<file path="src/hw/uoif_params.svh">
// Offsets, field positions, reset values and timing counts of the flag bank.
`ifndef UOIF_PARAMS_SVH
`define UOIF_PARAMS_SVH

`define UOIF_ADDR_W          8
`define UOIF_OFF_OTG_CTRL    8'h00
`define UOIF_OFF_PWR_CTRL    8'h04
`define UOIF_OFF_FLAGS       8'h08
`define UOIF_OFF_FLAG_MASK   8'h0C
`define UOIF_OFF_ERR_ENABLE  8'h10
`define UOIF_OFF_TOK_STATUS  8'h14
`define UOIF_OFF_ROLE_CTRL   8'h18

`define UOIF_BIT_BUS_RESET   0
`define UOIF_BIT_ERROR       1
`define UOIF_BIT_FRAME       2
`define UOIF_BIT_TOKEN       3
`define UOIF_BIT_IDLE        4
`define UOIF_BIT_RESUME      5
`define UOIF_BIT_ATTACH      6
`define UOIF_BIT_STALL       7

`define UOIF_PWR_MASK        8'h1B
`define UOIF_RESET_BYTE      8'h00

`define UOIF_CLK_MHZ         50
`define UOIF_IDLE_NS         2500
`define UOIF_IDLE_CYCLES     ((`UOIF_IDLE_NS * `UOIF_CLK_MHZ + 999) / 1000)

`endif

</file>
<file path="src/hw/uoif_pkg.sv">
// Types shared by the flag bank modules.
package uoif_pkg;
	typedef logic [7:0]  uoif_byte_t;
	typedef logic [31:0] uoif_word_t;
	typedef logic [7:0]  uoif_addr_t;
	typedef logic [3:0]  uoif_tok_t;
	typedef enum logic [1:0] {
		UOIF_IDLE_WAIT,
		UOIF_IDLE_COUNT,
		UOIF_IDLE_MET
	} uoif_idle_e;
endpackage : uoif_pkg

</file>
<file path="src/hw/uoif_tok_if.sv">
// Link between the flag bank and its token status queue.
`timescale 1ns/10ps
interface uoif_tok_if;
	import uoif_pkg::*;
	logic      push;
	uoif_tok_t push_data;
	logic      pop;
	uoif_tok_t head;
	logic      empty;
	logic      full;
	modport bank  (output push, output push_data, output pop,
		input head, input empty, input full);
	modport queue (input push, input push_data, input pop,
		output head, output empty, output full);
endinterface : uoif_tok_if

</file>
<file path="src/hw/uoif_flag_bank.sv">
// Interrupt flag register bank of the USB module.
//
// Functional notes
// RULE_01: Software clears a flag by writing one; writing zero keeps it.
// RULE_02: Token completion sets bit 3 and exposes that token's status.
// RULE_03: Clearing token completion advances the token status queue.
// RULE_04: Bit 2 sets on received frame start or host frame threshold.
// RULE_05: Bit 1 sets only for errors enabled in the error enable register.
// RULE_06: In device role bit 0 flags a valid bus reset.
// RULE_07: In host role bit 0 flags peripheral detachment.
// RULE_08: Attach counts only with host role, 2.5 us idle, and no SE0.
// RULE_09: Software keeps resume interrupt off outside suspend.
// RULE_10: A set and a clear in one cycle leave the flag set.
// RULE_11: Unimplemented upper bits read zero and ignore writes.
`timescale 1ns/10ps
`include "uoif_params.svh"
module uoif_flag_bank
	import uoif_pkg::*;
#(
	parameter int TOK_DEPTH = 4
)(
	input  wire logic       clk,
	input  wire logic       rst_b,
	input  wire uoif_pkg::uoif_addr_t reg_addr,
	input  wire uoif_pkg::uoif_word_t reg_wdata,
	input  wire logic       reg_wr,
	input  wire logic       reg_rd,
	output uoif_pkg::uoif_word_t reg_rdata,
	input  wire logic       ev_token_done,
	input  wire uoif_pkg::uoif_tok_t ev_token_info,
	input  wire logic       ev_frame_rx,
	input  wire logic       ev_frame_threshold,
	input  wire uoif_pkg::uoif_byte_t ev_errors,
	input  wire logic       ev_bus_reset,
	input  wire logic       ev_detach,
	input  wire logic       ev_attach,
	input  wire logic       ev_resume,
	input  wire logic       ev_idle,
	input  wire logic       ev_stall,
	input  wire logic       bus_active_pin,
	input  wire logic       line_se0_pin,
	output logic            irq,
	output logic            host_role_enable,
	output uoif_pkg::uoif_byte_t otg_line_ctrl,
	output uoif_pkg::uoif_byte_t pwr_ctrl
);
	import uoif_pkg::*;

	////////////////////////////////////////////////////////////////////////
	// State.
	typedef struct packed {
		uoif_byte_t otg;
		uoif_byte_t pwr;
		uoif_byte_t flags;
		uoif_byte_t mask;
		uoif_byte_t err_en;
		logic       host;
		uoif_word_t rdata;
		logic       irq;
		logic [1:0] act_sync;
		logic [1:0] se0_sync;
	} uoif_bank_s;
	uoif_bank_s b_ff;
	uoif_bank_s nxt_b;

	uoif_tok_if tq ();
	logic       idle_met;
	uoif_byte_t set_vec;
	uoif_byte_t clr_vec;
	logic       wr_flags;

	uoif_tok_queue #(.DEPTH(TOK_DEPTH)) u_queue (
		.clk   (clk),
		.rst_b (rst_b),
		.q     (tq.queue)
	);

	uoif_idle_timer u_idle (
		.clk        (clk),
		.rst_b      (rst_b),
		.bus_active (b_ff.act_sync[1]),
		.idle_met   (idle_met)
	);

	////////////////////////////////////////////////////////////////////////
	// Event vector.
	always_comb
	begin
		set_vec = '0;
		// RULE_02: token completion flag
		set_vec[`UOIF_BIT_TOKEN] = ev_token_done;
		// RULE_04: frame start sources
		set_vec[`UOIF_BIT_FRAME] = b_ff.host ? ev_frame_threshold : ev_frame_rx;
		// RULE_05: masked error summary
		set_vec[`UOIF_BIT_ERROR] = |(ev_errors & b_ff.err_en);
		// RULE_06: device bus reset
		// RULE_07: host detach
		set_vec[`UOIF_BIT_BUS_RESET] = b_ff.host ? ev_detach : ev_bus_reset;
		// RULE_08: attach qualification
		set_vec[`UOIF_BIT_ATTACH] = ev_attach && b_ff.host && idle_met &&
			!b_ff.se0_sync[1];
		set_vec[`UOIF_BIT_RESUME] = ev_resume;
		set_vec[`UOIF_BIT_IDLE]   = ev_idle;
		set_vec[`UOIF_BIT_STALL]  = ev_stall;
	end

	assign wr_flags = reg_wr && (reg_addr == `UOIF_OFF_FLAGS);
	// RULE_01: write one to clear
	assign clr_vec  = wr_flags ? reg_wdata[7:0] : 8'h00;

	assign tq.push      = ev_token_done;
	assign tq.push_data = ev_token_info;
	// RULE_03: clear advances queue
	assign tq.pop = wr_flags && reg_wdata[`UOIF_BIT_TOKEN] &&
		b_ff.flags[`UOIF_BIT_TOKEN];

	////////////////////////////////////////////////////////////////////////
	// Next state.
	always_comb
	begin
		nxt_b = b_ff;
		nxt_b.act_sync = {b_ff.act_sync[0], bus_active_pin};
		nxt_b.se0_sync = {b_ff.se0_sync[0], line_se0_pin};
		// RULE_10: set wins over clear
		nxt_b.flags = (b_ff.flags & ~clr_vec) | set_vec;
		// RULE_11: upper bits dropped
		if (reg_wr)
		begin
			case (reg_addr)
				`UOIF_OFF_OTG_CTRL:   nxt_b.otg = reg_wdata[7:0];
				`UOIF_OFF_PWR_CTRL:
					nxt_b.pwr = reg_wdata[7:0] & `UOIF_PWR_MASK;
				`UOIF_OFF_FLAG_MASK:  nxt_b.mask = reg_wdata[7:0];
				`UOIF_OFF_ERR_ENABLE: nxt_b.err_en = reg_wdata[7:0];
				`UOIF_OFF_ROLE_CTRL:  nxt_b.host = reg_wdata[0];
				default:              nxt_b.host = b_ff.host;
			endcase
		end
		nxt_b.rdata = '0;
		// RULE_11: upper bits read zero
		if (reg_rd)
		begin
			case (reg_addr)
				`UOIF_OFF_OTG_CTRL:   nxt_b.rdata[7:0] = b_ff.otg;
				`UOIF_OFF_PWR_CTRL:   nxt_b.rdata[7:0] = b_ff.pwr;
				`UOIF_OFF_FLAGS:      nxt_b.rdata[7:0] = b_ff.flags;
				`UOIF_OFF_FLAG_MASK:  nxt_b.rdata[7:0] = b_ff.mask;
				`UOIF_OFF_ERR_ENABLE: nxt_b.rdata[7:0] = b_ff.err_en;
				// RULE_02: token status view
				`UOIF_OFF_TOK_STATUS:
					nxt_b.rdata[5:0] = {tq.full, tq.empty, tq.head};
				`UOIF_OFF_ROLE_CTRL:  nxt_b.rdata[0] = b_ff.host;
				default:              nxt_b.rdata = '0;
			endcase
		end
		nxt_b.irq = |(nxt_b.flags & nxt_b.mask);
	end

	always_ff @(posedge clk)
	begin
		if (!rst_b)
			b_ff <= '0;
		else
			b_ff <= nxt_b;
	end

	assign reg_rdata        = b_ff.rdata;
	assign irq              = b_ff.irq;
	assign host_role_enable = b_ff.host;
	assign otg_line_ctrl    = b_ff.otg;
	assign pwr_ctrl         = b_ff.pwr;

	////////////////////////////////////////////////////////////////////////
	// Checks.
	token_set_a: assert property (@(posedge clk) disable iff (!rst_b) // RULE_02
		ev_token_done |=> b_ff.flags[`UOIF_BIT_TOKEN])
		else $error("Token flag not set.");

	set_priority_a: assert property (@(posedge clk) disable iff (!rst_b) // RULE_10
		(ev_stall && wr_flags && reg_wdata[7]) |=> b_ff.flags[7])
		else $error("Set lost to clear.");

	clear_one_a: assert property (@(posedge clk) disable iff (!rst_b) // RULE_01
		(wr_flags && reg_wdata[6] && !set_vec[6]) |=> !b_ff.flags[6])
		else $error("Flag not cleared.");

	clear_zero_a: assert property (@(posedge clk) disable iff (!rst_b) // RULE_01
		(b_ff.flags[4] && wr_flags && !reg_wdata[4]) |=> b_ff.flags[4])
		else $error("Zero write cleared flag.");

	queue_pop_a: assert property (@(posedge clk) disable iff (!rst_b) // RULE_03
		(wr_flags && reg_wdata[3] && b_ff.flags[3]) |-> tq.pop)
		else $error("Queue not advanced.");

	error_mask_a: assert property (@(posedge clk) disable iff (!rst_b) // RULE_05
		(!b_ff.flags[1] && !(|(ev_errors & b_ff.err_en))) |=> !b_ff.flags[1])
		else $error("Masked error set flag.");

	attach_qual_a: assert property (@(posedge clk) disable iff (!rst_b) // RULE_08
		(!b_ff.flags[6] && !b_ff.host) |=> !b_ff.flags[6])
		else $error("Attach outside host role.");

	reset_dev_a: assert property (@(posedge clk) disable iff (!rst_b) // RULE_06
		(!b_ff.host && ev_bus_reset) |=> b_ff.flags[0])
		else $error("Bus reset not flagged.");

	detach_host_a: assert property (@(posedge clk) disable iff (!rst_b) // RULE_07
		(b_ff.host && ev_detach) |=> b_ff.flags[0])
		else $error("Detach not flagged.");

	frame_flag_a: assert property (@(posedge clk) disable iff (!rst_b) // RULE_04
		(!b_ff.host && ev_frame_rx) |=> b_ff.flags[2])
		else $error("Frame start not flagged.");

	upper_zero_a: assert property (@(posedge clk) disable iff (!rst_b) // RULE_11
		reg_rd |=> (reg_rdata[31:8] == 24'h000000))
		else $error("Upper bits not zero.");

	////////////////////////////////////////////////////////////////////////
	// Checks of register access.
	irq_level_a: assert property (@(posedge clk) disable iff (!rst_b) // RULE_01
		irq == |(b_ff.flags & b_ff.mask))
		else $error("Interrupt level wrong.");

	rd_idle_a: assert property (@(posedge clk) disable iff (!rst_b) // RULE_11
		!reg_rd |=> (reg_rdata == 32'h00000000))
		else $error("Read data not zero when idle.");

	rd_flags_a: assert property (@(posedge clk) disable iff (!rst_b) // RULE_01
		(reg_rd && reg_addr == `UOIF_OFF_FLAGS) |=>
		(reg_rdata[7:0] == $past(b_ff.flags)))
		else $error("Flag read wrong.");

	rd_mask_a: assert property (@(posedge clk) disable iff (!rst_b) // RULE_11
		(reg_rd && reg_addr == `UOIF_OFF_FLAG_MASK) |=>
		(reg_rdata[7:0] == $past(b_ff.mask)))
		else $error("Mask read wrong.");

	mask_wr_a: assert property (@(posedge clk) disable iff (!rst_b) // RULE_11
		(reg_wr && reg_addr == `UOIF_OFF_FLAG_MASK) |=>
		(b_ff.mask == $past(reg_wdata[7:0])))
		else $error("Mask write lost.");

	err_wr_a: assert property (@(posedge clk) disable iff (!rst_b) // RULE_05
		(reg_wr && reg_addr == `UOIF_OFF_ERR_ENABLE) |=>
		(b_ff.err_en == $past(reg_wdata[7:0])))
		else $error("Error enable write lost.");

	role_wr_a: assert property (@(posedge clk) disable iff (!rst_b) // RULE_07
		(reg_wr && reg_addr == `UOIF_OFF_ROLE_CTRL) |=>
		(host_role_enable == $past(reg_wdata[0])))
		else $error("Role write lost.");

	otg_wr_a: assert property (@(posedge clk) disable iff (!rst_b) // RULE_11
		(reg_wr && reg_addr == `UOIF_OFF_OTG_CTRL) |=>
		(otg_line_ctrl == $past(reg_wdata[7:0])))
		else $error("Line control write lost.");

	pwr_wr_a: assert property (@(posedge clk) disable iff (!rst_b) // RULE_11
		(reg_wr && reg_addr == `UOIF_OFF_PWR_CTRL) |=>
		(pwr_ctrl == ($past(reg_wdata[7:0]) & `UOIF_PWR_MASK)))
		else $error("Power control write wrong.");

	pwr_bits_a: assert property (@(posedge clk) disable iff (!rst_b) // RULE_11
		(pwr_ctrl & ~`UOIF_PWR_MASK) == 8'h00)
		else $error("Fixed power bit set.");

	rd_tok_hi_a: assert property (@(posedge clk) disable iff (!rst_b) // RULE_11
		(reg_rd && reg_addr == `UOIF_OFF_TOK_STATUS) |=>
		(reg_rdata[31:6] == 26'h0000000))
		else $error("Token status upper bits set.");

	rd_role_a: assert property (@(posedge clk) disable iff (!rst_b) // RULE_11
		(reg_rd && reg_addr == `UOIF_OFF_ROLE_CTRL) |=>
		(reg_rdata[31:1] == 31'h00000000))
		else $error("Role upper bits set.");

	rd_unmap_a: assert property (@(posedge clk) disable iff (!rst_b) // RULE_11
		(reg_rd && reg_addr > `UOIF_OFF_ROLE_CTRL) |=>
		(reg_rdata == 32'h00000000))
		else $error("Unmapped read not zero.");

	////////////////////////////////////////////////////////////////////////
	// Checks of flag events.
	err_set_a: assert property (@(posedge clk) disable iff (!rst_b) // RULE_05
		|(ev_errors & b_ff.err_en) |=> b_ff.flags[1])
		else $error("Enabled error not flagged.");

	frm_host_a: assert property (@(posedge clk) disable iff (!rst_b) // RULE_04
		(b_ff.host && ev_frame_threshold) |=> b_ff.flags[2])
		else $error("Frame threshold not flagged.");

	frm_dev_q_a: assert property (@(posedge clk) disable iff (!rst_b) // RULE_04
		(!b_ff.host && !ev_frame_rx && !b_ff.flags[2]) |=> !b_ff.flags[2])
		else $error("Stray device frame flag.");

	frm_host_q_a: assert property (@(posedge clk) disable iff (!rst_b) // RULE_04
		(b_ff.host && !ev_frame_threshold && !b_ff.flags[2]) |=>
		!b_ff.flags[2])
		else $error("Stray host frame flag.");

	rst_quiet_a: assert property (@(posedge clk) disable iff (!rst_b) // RULE_06
		(!b_ff.host && !ev_bus_reset && !b_ff.flags[0]) |=> !b_ff.flags[0])
		else $error("Stray bus reset flag.");

	det_quiet_a: assert property (@(posedge clk) disable iff (!rst_b) // RULE_07
		(b_ff.host && !ev_detach && !b_ff.flags[0]) |=> !b_ff.flags[0])
		else $error("Stray detach flag.");

	att_set_a: assert property (@(posedge clk) disable iff (!rst_b) // RULE_08
		(ev_attach && b_ff.host && idle_met && !b_ff.se0_sync[1]) |=>
		b_ff.flags[6])
		else $error("Valid attach not flagged.");

	att_se0_a: assert property (@(posedge clk) disable iff (!rst_b) // RULE_08
		(!b_ff.flags[6] && b_ff.se0_sync[1]) |=> !b_ff.flags[6])
		else $error("Attach flagged during SE0.");

	att_idle_a: assert property (@(posedge clk) disable iff (!rst_b) // RULE_08
		(!b_ff.flags[6] && !idle_met) |=> !b_ff.flags[6])
		else $error("Attach flagged without idle.");

	resume_set_a: assert property (@(posedge clk) disable iff (!rst_b) // RULE_10
		ev_resume |=> b_ff.flags[5])
		else $error("Resume not flagged.");

	idle_set_a: assert property (@(posedge clk) disable iff (!rst_b) // RULE_10
		ev_idle |=> b_ff.flags[4])
		else $error("Idle not flagged.");

	stall_set_a: assert property (@(posedge clk) disable iff (!rst_b) // RULE_10
		ev_stall |=> b_ff.flags[7])
		else $error("Stall not flagged.");

	keep_set_a: assert property (@(posedge clk) disable iff (!rst_b) // RULE_01
		(b_ff.flags[7] && !(wr_flags && reg_wdata[7])) |=> b_ff.flags[7])
		else $error("Flag lost without clear.");

	pop_guard_a: assert property (@(posedge clk) disable iff (!rst_b) // RULE_03
		tq.pop |-> b_ff.flags[3])
		else $error("Queue advanced without flag.");

	clr_tok_a: assert property (@(posedge clk) disable iff (!rst_b) // RULE_03
		(wr_flags && reg_wdata[3] && !ev_token_done) |=> !b_ff.flags[3])
		else $error("Token flag not cleared.");

	push_tok_a: assert property (@(posedge clk) disable iff (!rst_b) // RULE_02
		(ev_token_done && !tq.full) |=> !tq.empty)
		else $error("Token status not queued.");

	tok_view_a: assert property (@(posedge clk) disable iff (!rst_b) // RULE_02
		(reg_rd && reg_addr == `UOIF_OFF_TOK_STATUS) |=>
		(reg_rdata[3:0] == $past(tq.head)))
		else $error("Token status read wrong.");

	tok_empty_a: assert property (@(posedge clk) disable iff (!rst_b) // RULE_03
		(reg_rd && reg_addr == `UOIF_OFF_TOK_STATUS) |=>
		(reg_rdata[4] == $past(tq.empty)))
		else $error("Queue empty read wrong.");
endmodule : uoif_flag_bank

</file>
<file path="src/hw/uoif_idle_timer.sv">
// Bus idle timer qualifying the attach event.
`timescale 1ns/10ps
`include "uoif_params.svh"
module uoif_idle_timer
	import uoif_pkg::*;
(
	input  wire logic clk,
	input  wire logic rst_b,
	input  wire logic bus_active,
	output logic      idle_met
);
	import uoif_pkg::*;
	localparam int CYC = `UOIF_IDLE_CYCLES;
	typedef struct packed {
		uoif_idle_e st;
		logic [7:0] cnt;
	} uoif_t_s;
	uoif_t_s t_ff;
	uoif_t_s nxt_t;

	always_comb
	begin
		nxt_t = t_ff;
		case (t_ff.st)
			UOIF_IDLE_WAIT:
			begin
				nxt_t.cnt = '0;
				if (!bus_active)
					nxt_t.st = UOIF_IDLE_COUNT;
			end
			UOIF_IDLE_COUNT:
			begin
				nxt_t.cnt = t_ff.cnt + 8'h01;
				if (bus_active)
					nxt_t.st = UOIF_IDLE_WAIT;
				else if (t_ff.cnt == 8'(CYC - 2))
					nxt_t.st = UOIF_IDLE_MET;
			end
			UOIF_IDLE_MET:
				if (bus_active)
					nxt_t.st = UOIF_IDLE_WAIT;
			default:
				nxt_t.st = UOIF_IDLE_WAIT;
		endcase
	end

	always_ff @(posedge clk)
	begin
		if (!rst_b)
			t_ff <= '{st: UOIF_IDLE_WAIT, cnt: 8'h00};
		else
			t_ff <= nxt_t;
	end

	assign idle_met = (t_ff.st == UOIF_IDLE_MET);
endmodule : uoif_idle_timer

</file>
<file path="src/hw/uoif_tok_queue.sv">
// Token status queue, advanced when software clears token completion.
`timescale 1ns/10ps
module uoif_tok_queue
	import uoif_pkg::*;
#(
	parameter int DEPTH = 4
)(
	input  wire logic clk,
	input  wire logic rst_b,
	uoif_tok_if.queue q
);
	import uoif_pkg::*;
	localparam int AW = $clog2(DEPTH);
	typedef struct packed {
		uoif_tok_t [DEPTH-1:0] mem;
		logic [AW-1:0]         rd;
		logic [AW-1:0]         wr;
		logic [AW:0]           cnt;
	} uoif_q_s;
	uoif_q_s q_ff;
	uoif_q_s nxt_q;
	logic    do_push;
	logic    do_pop;

	assign do_push = q.push && (q_ff.cnt != (AW+1)'(DEPTH));
	assign do_pop  = q.pop && (q_ff.cnt != '0);

	always_comb
	begin
		nxt_q = q_ff;
		if (do_push)
		begin
			nxt_q.mem[q_ff.wr] = q.push_data;
			nxt_q.wr = (q_ff.wr == AW'(DEPTH-1)) ? '0 : q_ff.wr + 1'b1;
		end
		if (do_pop)
			nxt_q.rd = (q_ff.rd == AW'(DEPTH-1)) ? '0 : q_ff.rd + 1'b1;
		nxt_q.cnt = q_ff.cnt + (AW+1)'(do_push) - (AW+1)'(do_pop);
	end

	always_ff @(posedge clk)
	begin
		if (!rst_b)
			q_ff <= '0;
		else
			q_ff <= nxt_q;
	end

	assign q.head  = q_ff.mem[q_ff.rd];
	assign q.empty = (q_ff.cnt == '0);
	assign q.full  = (q_ff.cnt == (AW+1)'(DEPTH));
endmodule : uoif_tok_queue

</file>
<file path="config.mk">
export PLATFORM = sky130hd
export DESIGN_NAME = uoif_flag_bank
export DESIGN_NICKNAME = d
export VERILOG_FILES = /design/src/hw/uoif_pkg.sv /design/src/hw/uoif_tok_if.sv /design/src/hw/uoif_flag_bank.sv /design/src/hw/uoif_idle_timer.sv /design/src/hw/uoif_tok_queue.sv
export VERILOG_INCLUDE_DIRS = /design/src /design/src/hw
export SDC_FILE = /design/constraint.sdc
export NUM_CORES = 1
export LEC_CHECK = 0
export ABC_AREA = 1
export BUFFER_PORTS_ARGS = -buffer_cell sky130_fd_sc_hd__buf_2
export CORE_UTILIZATION = 54
export DETAILED_ROUTE_END_ITERATION = 6
export GPL_ROUTABILITY_DRIVEN = 0
export GPL_TIMING_DRIVEN = 0
export PLACE_DENSITY = 0.81
export SLEW_MARGIN = 25
export SYNTH_ARGS = -nofsm -noshare
export SYNTH_HDL_FRONTEND = slang
export SYNTH_HIERARCHICAL = 1
export SYNTH_SLANG_ARGS = --single-unit
</file>
<file path="constraint.sdc">
create_clock -name clk -period 2.7 [get_ports clk]
set_clock_uncertainty 0.05 [all_clocks]
set_input_delay 0.135 -clock clk [delete_from_list [all_inputs] [get_ports clk]]
set_output_delay 0.135 -clock clk [all_outputs]
set_load 0.005 [all_outputs]
</file>
==> qor.yml <==
status: "complete, no violations"
required_time_of_the_critical_path_ns: 2.89
global_route_wire_length_before_repair_mm: 17.2
detailed_place.area_um2: 5130
ys_seq_area_frac: 0.363
synth_top_cells_by_area: "sky130_fd_sc_hd__dfxtp_1 (36%), sky130_fd_sc_hd__nand2_1 (13%), sky130_fd_sc_hd__buf_4 (8.2%), sky130_fd_sc_hd__inv_1 (6.9%), sky130_fd_sc_hd__a21oi_1 (4.9%)"
drt_pass1_iterations: 5
dominant_combinational_cell_family_by_area_after_synthesis: "simple AND/OR/NAND/NOR gates"
totalWireLength_mm: 10.6
start_util: 0.557
timing.max_cap.violations: 0
crit-reg2reg-capture: "u_queue/q_ff[2]"
arrival_ns: 2.26
numPortBuffers: 63
switching_share: 0.295
finalWorstPathRequiredPeriod_ns: 2.07
timing.final.ws_setup_ns: 0.628
max_stage_delay_ns: 0.40
timing.slew.headroom: 0.572
timing.critical_path.fanout_max: 7
yosys_register_bits: 83
path_buf_inv: 4
nFillCells: 747
tritoncts: "built"
worstSetupStartpointType: "input pin"
vias: 4253
antenna_cells: 0
critPathSlowestCell: "sky130_fd_sc_hd__fa_1"
number_of_sinks_on_the_clock_net: 83
synth_top_area_cell: "sky130_fd_sc_hd__dfxtp_1"
synth_fa_ha_area_frac: 0.0262
synth_compound_area_frac: 0.108
pwrdens_nw_per_um2: 470
ant_nets: 0
peakVddDrop_mv: 0.240
syn_area_per_cell_um2: 7.13
number_of_gates_resized_after_cts: 0
cp_common_cell: "sky130_fd_sc_hd__inv_1"
fmax_ghz: 0.483
layout_common_cells: "sky130_fd_sc_hd__nand2_1 (157), sky130_fd_sc_hd__inv_1 (84), sky130_fd_sc_hd__dfxtp_1 (83), sky130_fd_sc_hd__buf_2 (67), sky130_fd_sc_hd__nor2_1 (56)"
postLayoutCellArea_um2: 5330
post_synth_xor_area_fraction: 0.00383
layout-drive-gt1-share: 0.238
dominantRegCellSynth: "sky130_fd_sc_hd__dfxtp_1"
timing.critical_path.max_delay_family: "simple AND/OR/NAND/NOR gates"
cts_root_buffer: "sky130_fd_sc_hd__clkbuf_8"
grt_start_max_net_pins: 15
r2r-start: "u_queue/q_ff[1]"
crit_path_end_kind: "flop"
tightest_slew_ns: 0.642
period_share: 0.767
totalNegativeSetupSlack_ns: 0
internal_power_uw: 1770
clock_power_share: 0.315
cts_buffer_depth: 2
cts.hold.buffers_added: 3
synth.top_cell.area_share: 0.363
antenna_found_initial: 0
syn2layout_area_growth_pct: 16.3
setup.reg_to_reg.worst_slack_ns: 0.70
clk_latency_worst_skew_pair_ns: 0.35
cts-htree-levels: 3
yosys_warnings: 6
placed_cells: 837
type_of_the_worst_min_delay_path: "input pin to flop"
dieArea_um2: 8850
p_switching_uw: 739
tritoncts.num_buffers: 9
drt_drc_violations_left: 0
grt-ovfl-total: 0
critical_path_class: "input pin to flop"
post-cts-setup-buffer-count: 0
first_iter_violations: 282
detail_placement_hpwl_mm: 8.27
via_count_of_the_first_global_routing_pass: 3858
final-max-slew-violation-count: 0
critPathCapture: "u_queue/q_ff[1]"
yosys.cell_types.count: 42
die_h_um: 94.1
design.core.area_um2: 8220
timing.critical_path.cells: "buf_2, nor2_2, nand2_1, nor2_8, nand3_1, nor2_1, inv_1, nor2_4, ha_1, inv_1, ha_1, fa_1, nand2_1, inv_1"
die_w_um: 94.1
fin_total_pwr_uw: 2510
gr-usage-all-layers: 0.251
final_nets: 822
power.leakage_uw: 0.00276
timing_hold_violations_final: 0
layout.cells.most_common: "sky130_fd_sc_hd__nand2_1"
synth.cell_area_um2: 4580
synth_cells: 642
synthMuxAreaShare: 0.00437
clk_pin_slew_ns: 0.09
comb_power_share: 0.163
route.detailed.wl_per_inst_um: 12.4
synthArstFlopShare: 0
num_io_pins: 117
power_frac_seq: 0.522
ff2ff_path_depth: 10
pre_cts_setup_slack_ns: 0.266
placementRows: 33
setup.worst_path.start: "reg_addr[1]"
number_of_synthesized_flops_with_an_enable_pin: 0
cp_num_cells: 14
vias_per_cell: 4.97
grt_setup_unrepaired: "false"
count_of_final_setup_violators: 0
post_synth_and_or_nand_nor_area_fraction: 0.316
finalNonFillerCells: 856
worst register-to-register path: cells and delay by family, from the launching register on:
kind | cells | cell delay [ns]
xor gates and xnor gates | 1 | 0.17
adders and majority gates | 3 | 0.83
buffers and inverters | 2 | 0.19
DFF | 1 | 0.40
and+or+nand+nor | 4 | 0.27
routing by layer:
metal  vias up  track usage  wire (um)
li1       2173            -          -
met1      1868        0.305       4350
met2       191        0.420       5080
met3        21       0.0526        872
met4         0        0.119        268
met5         -            0          0
Yosys cell counts, drive strengths merged, types with 2 or more instances:
cell type,n
nand2,166
inv,94
dfxtp,83
nor2,69
buf,58
a21oi,45
o21ai,34
nand4,30
nand3,24
ha,8
clkbuf,6
nor3,5
o22ai,4
a41oi,2
mux2i,2
per-stage QoR:
stage | hold slack (ns) | utilization
5_1_grt | 0.0123 | 0.648
2_1_floorplan | 0.183 | -
4_1_cts | 0.00362 | 0.648
3_3_place_gp | 0.269 | 0.624
3_5_place_dp | 0.273 | 0.624
6_report | 0.00527 | 0.648
kinds of logic (layout without fill, tap and decap cells):
| logic type | after synthesis | count (layout) |
|---|---|---|
| simple gates | 296 | 296 |
| buf+inv | 159 | 241 |
| compound gates | 90 | 90 |
| flops | 83 | 83 |
| fa+ha+maj | 9 | 9 |
| xor+xnor | 2 | 2 |
| mux | 2 | 2 |
| other cells | 1 | 28 |
registers in the layout, indices dropped and copies added, names as in the netlist:
register / cells
host_role_enable: 1
u_idle/t_ff: 10
otg_line_ctrl: 8
reg_rdata: 8
pwr_ctrl: 4
u_queue/q_ff: 23
irq: 1
b_ff: 28
area by class of cell:
cell class,instances,area [um2],area share
Buffer,64,455,0.0855
Clock buffer,10,128,0.0240
Clock inverter,6,42.5,0.00798
Inverter,95,357,0.0669
Multi-Input combinational cell,427,2210,0.414
Sequential cell,83,1660,0.312
Tap cell,105,131,0.0247
Timing Repair Buffer,66,345,0.0648
power groups by stage:
stage	Clock, uW	Sequential [uW]	Combinational, uW
3_5_place_dp	0	1340	401
4_1_cts	796	1310	405
3_3_place_gp	0	1330	382
6_report	790	1310	408
2_1_floorplan	0	1330	300
5_1_grt	850	1310	461
worst min path at each step:
stage                         from  endpoint  slack (ns)  cells after the start
CTS                        ev_idle  b_ff[58]       0.004                      3
global placement    bus_active_pin   b_ff[2]        0.27                      3
floorplan             line_se0_pin   b_ff[0]        0.18                      2
detailed placement    line_se0_pin   b_ff[0]        0.27                      3
finish                     ev_idle  b_ff[58]       0.005                      3
global route               ev_idle  b_ff[58]        0.01                      3
Power figures use the tool's default switching activity.
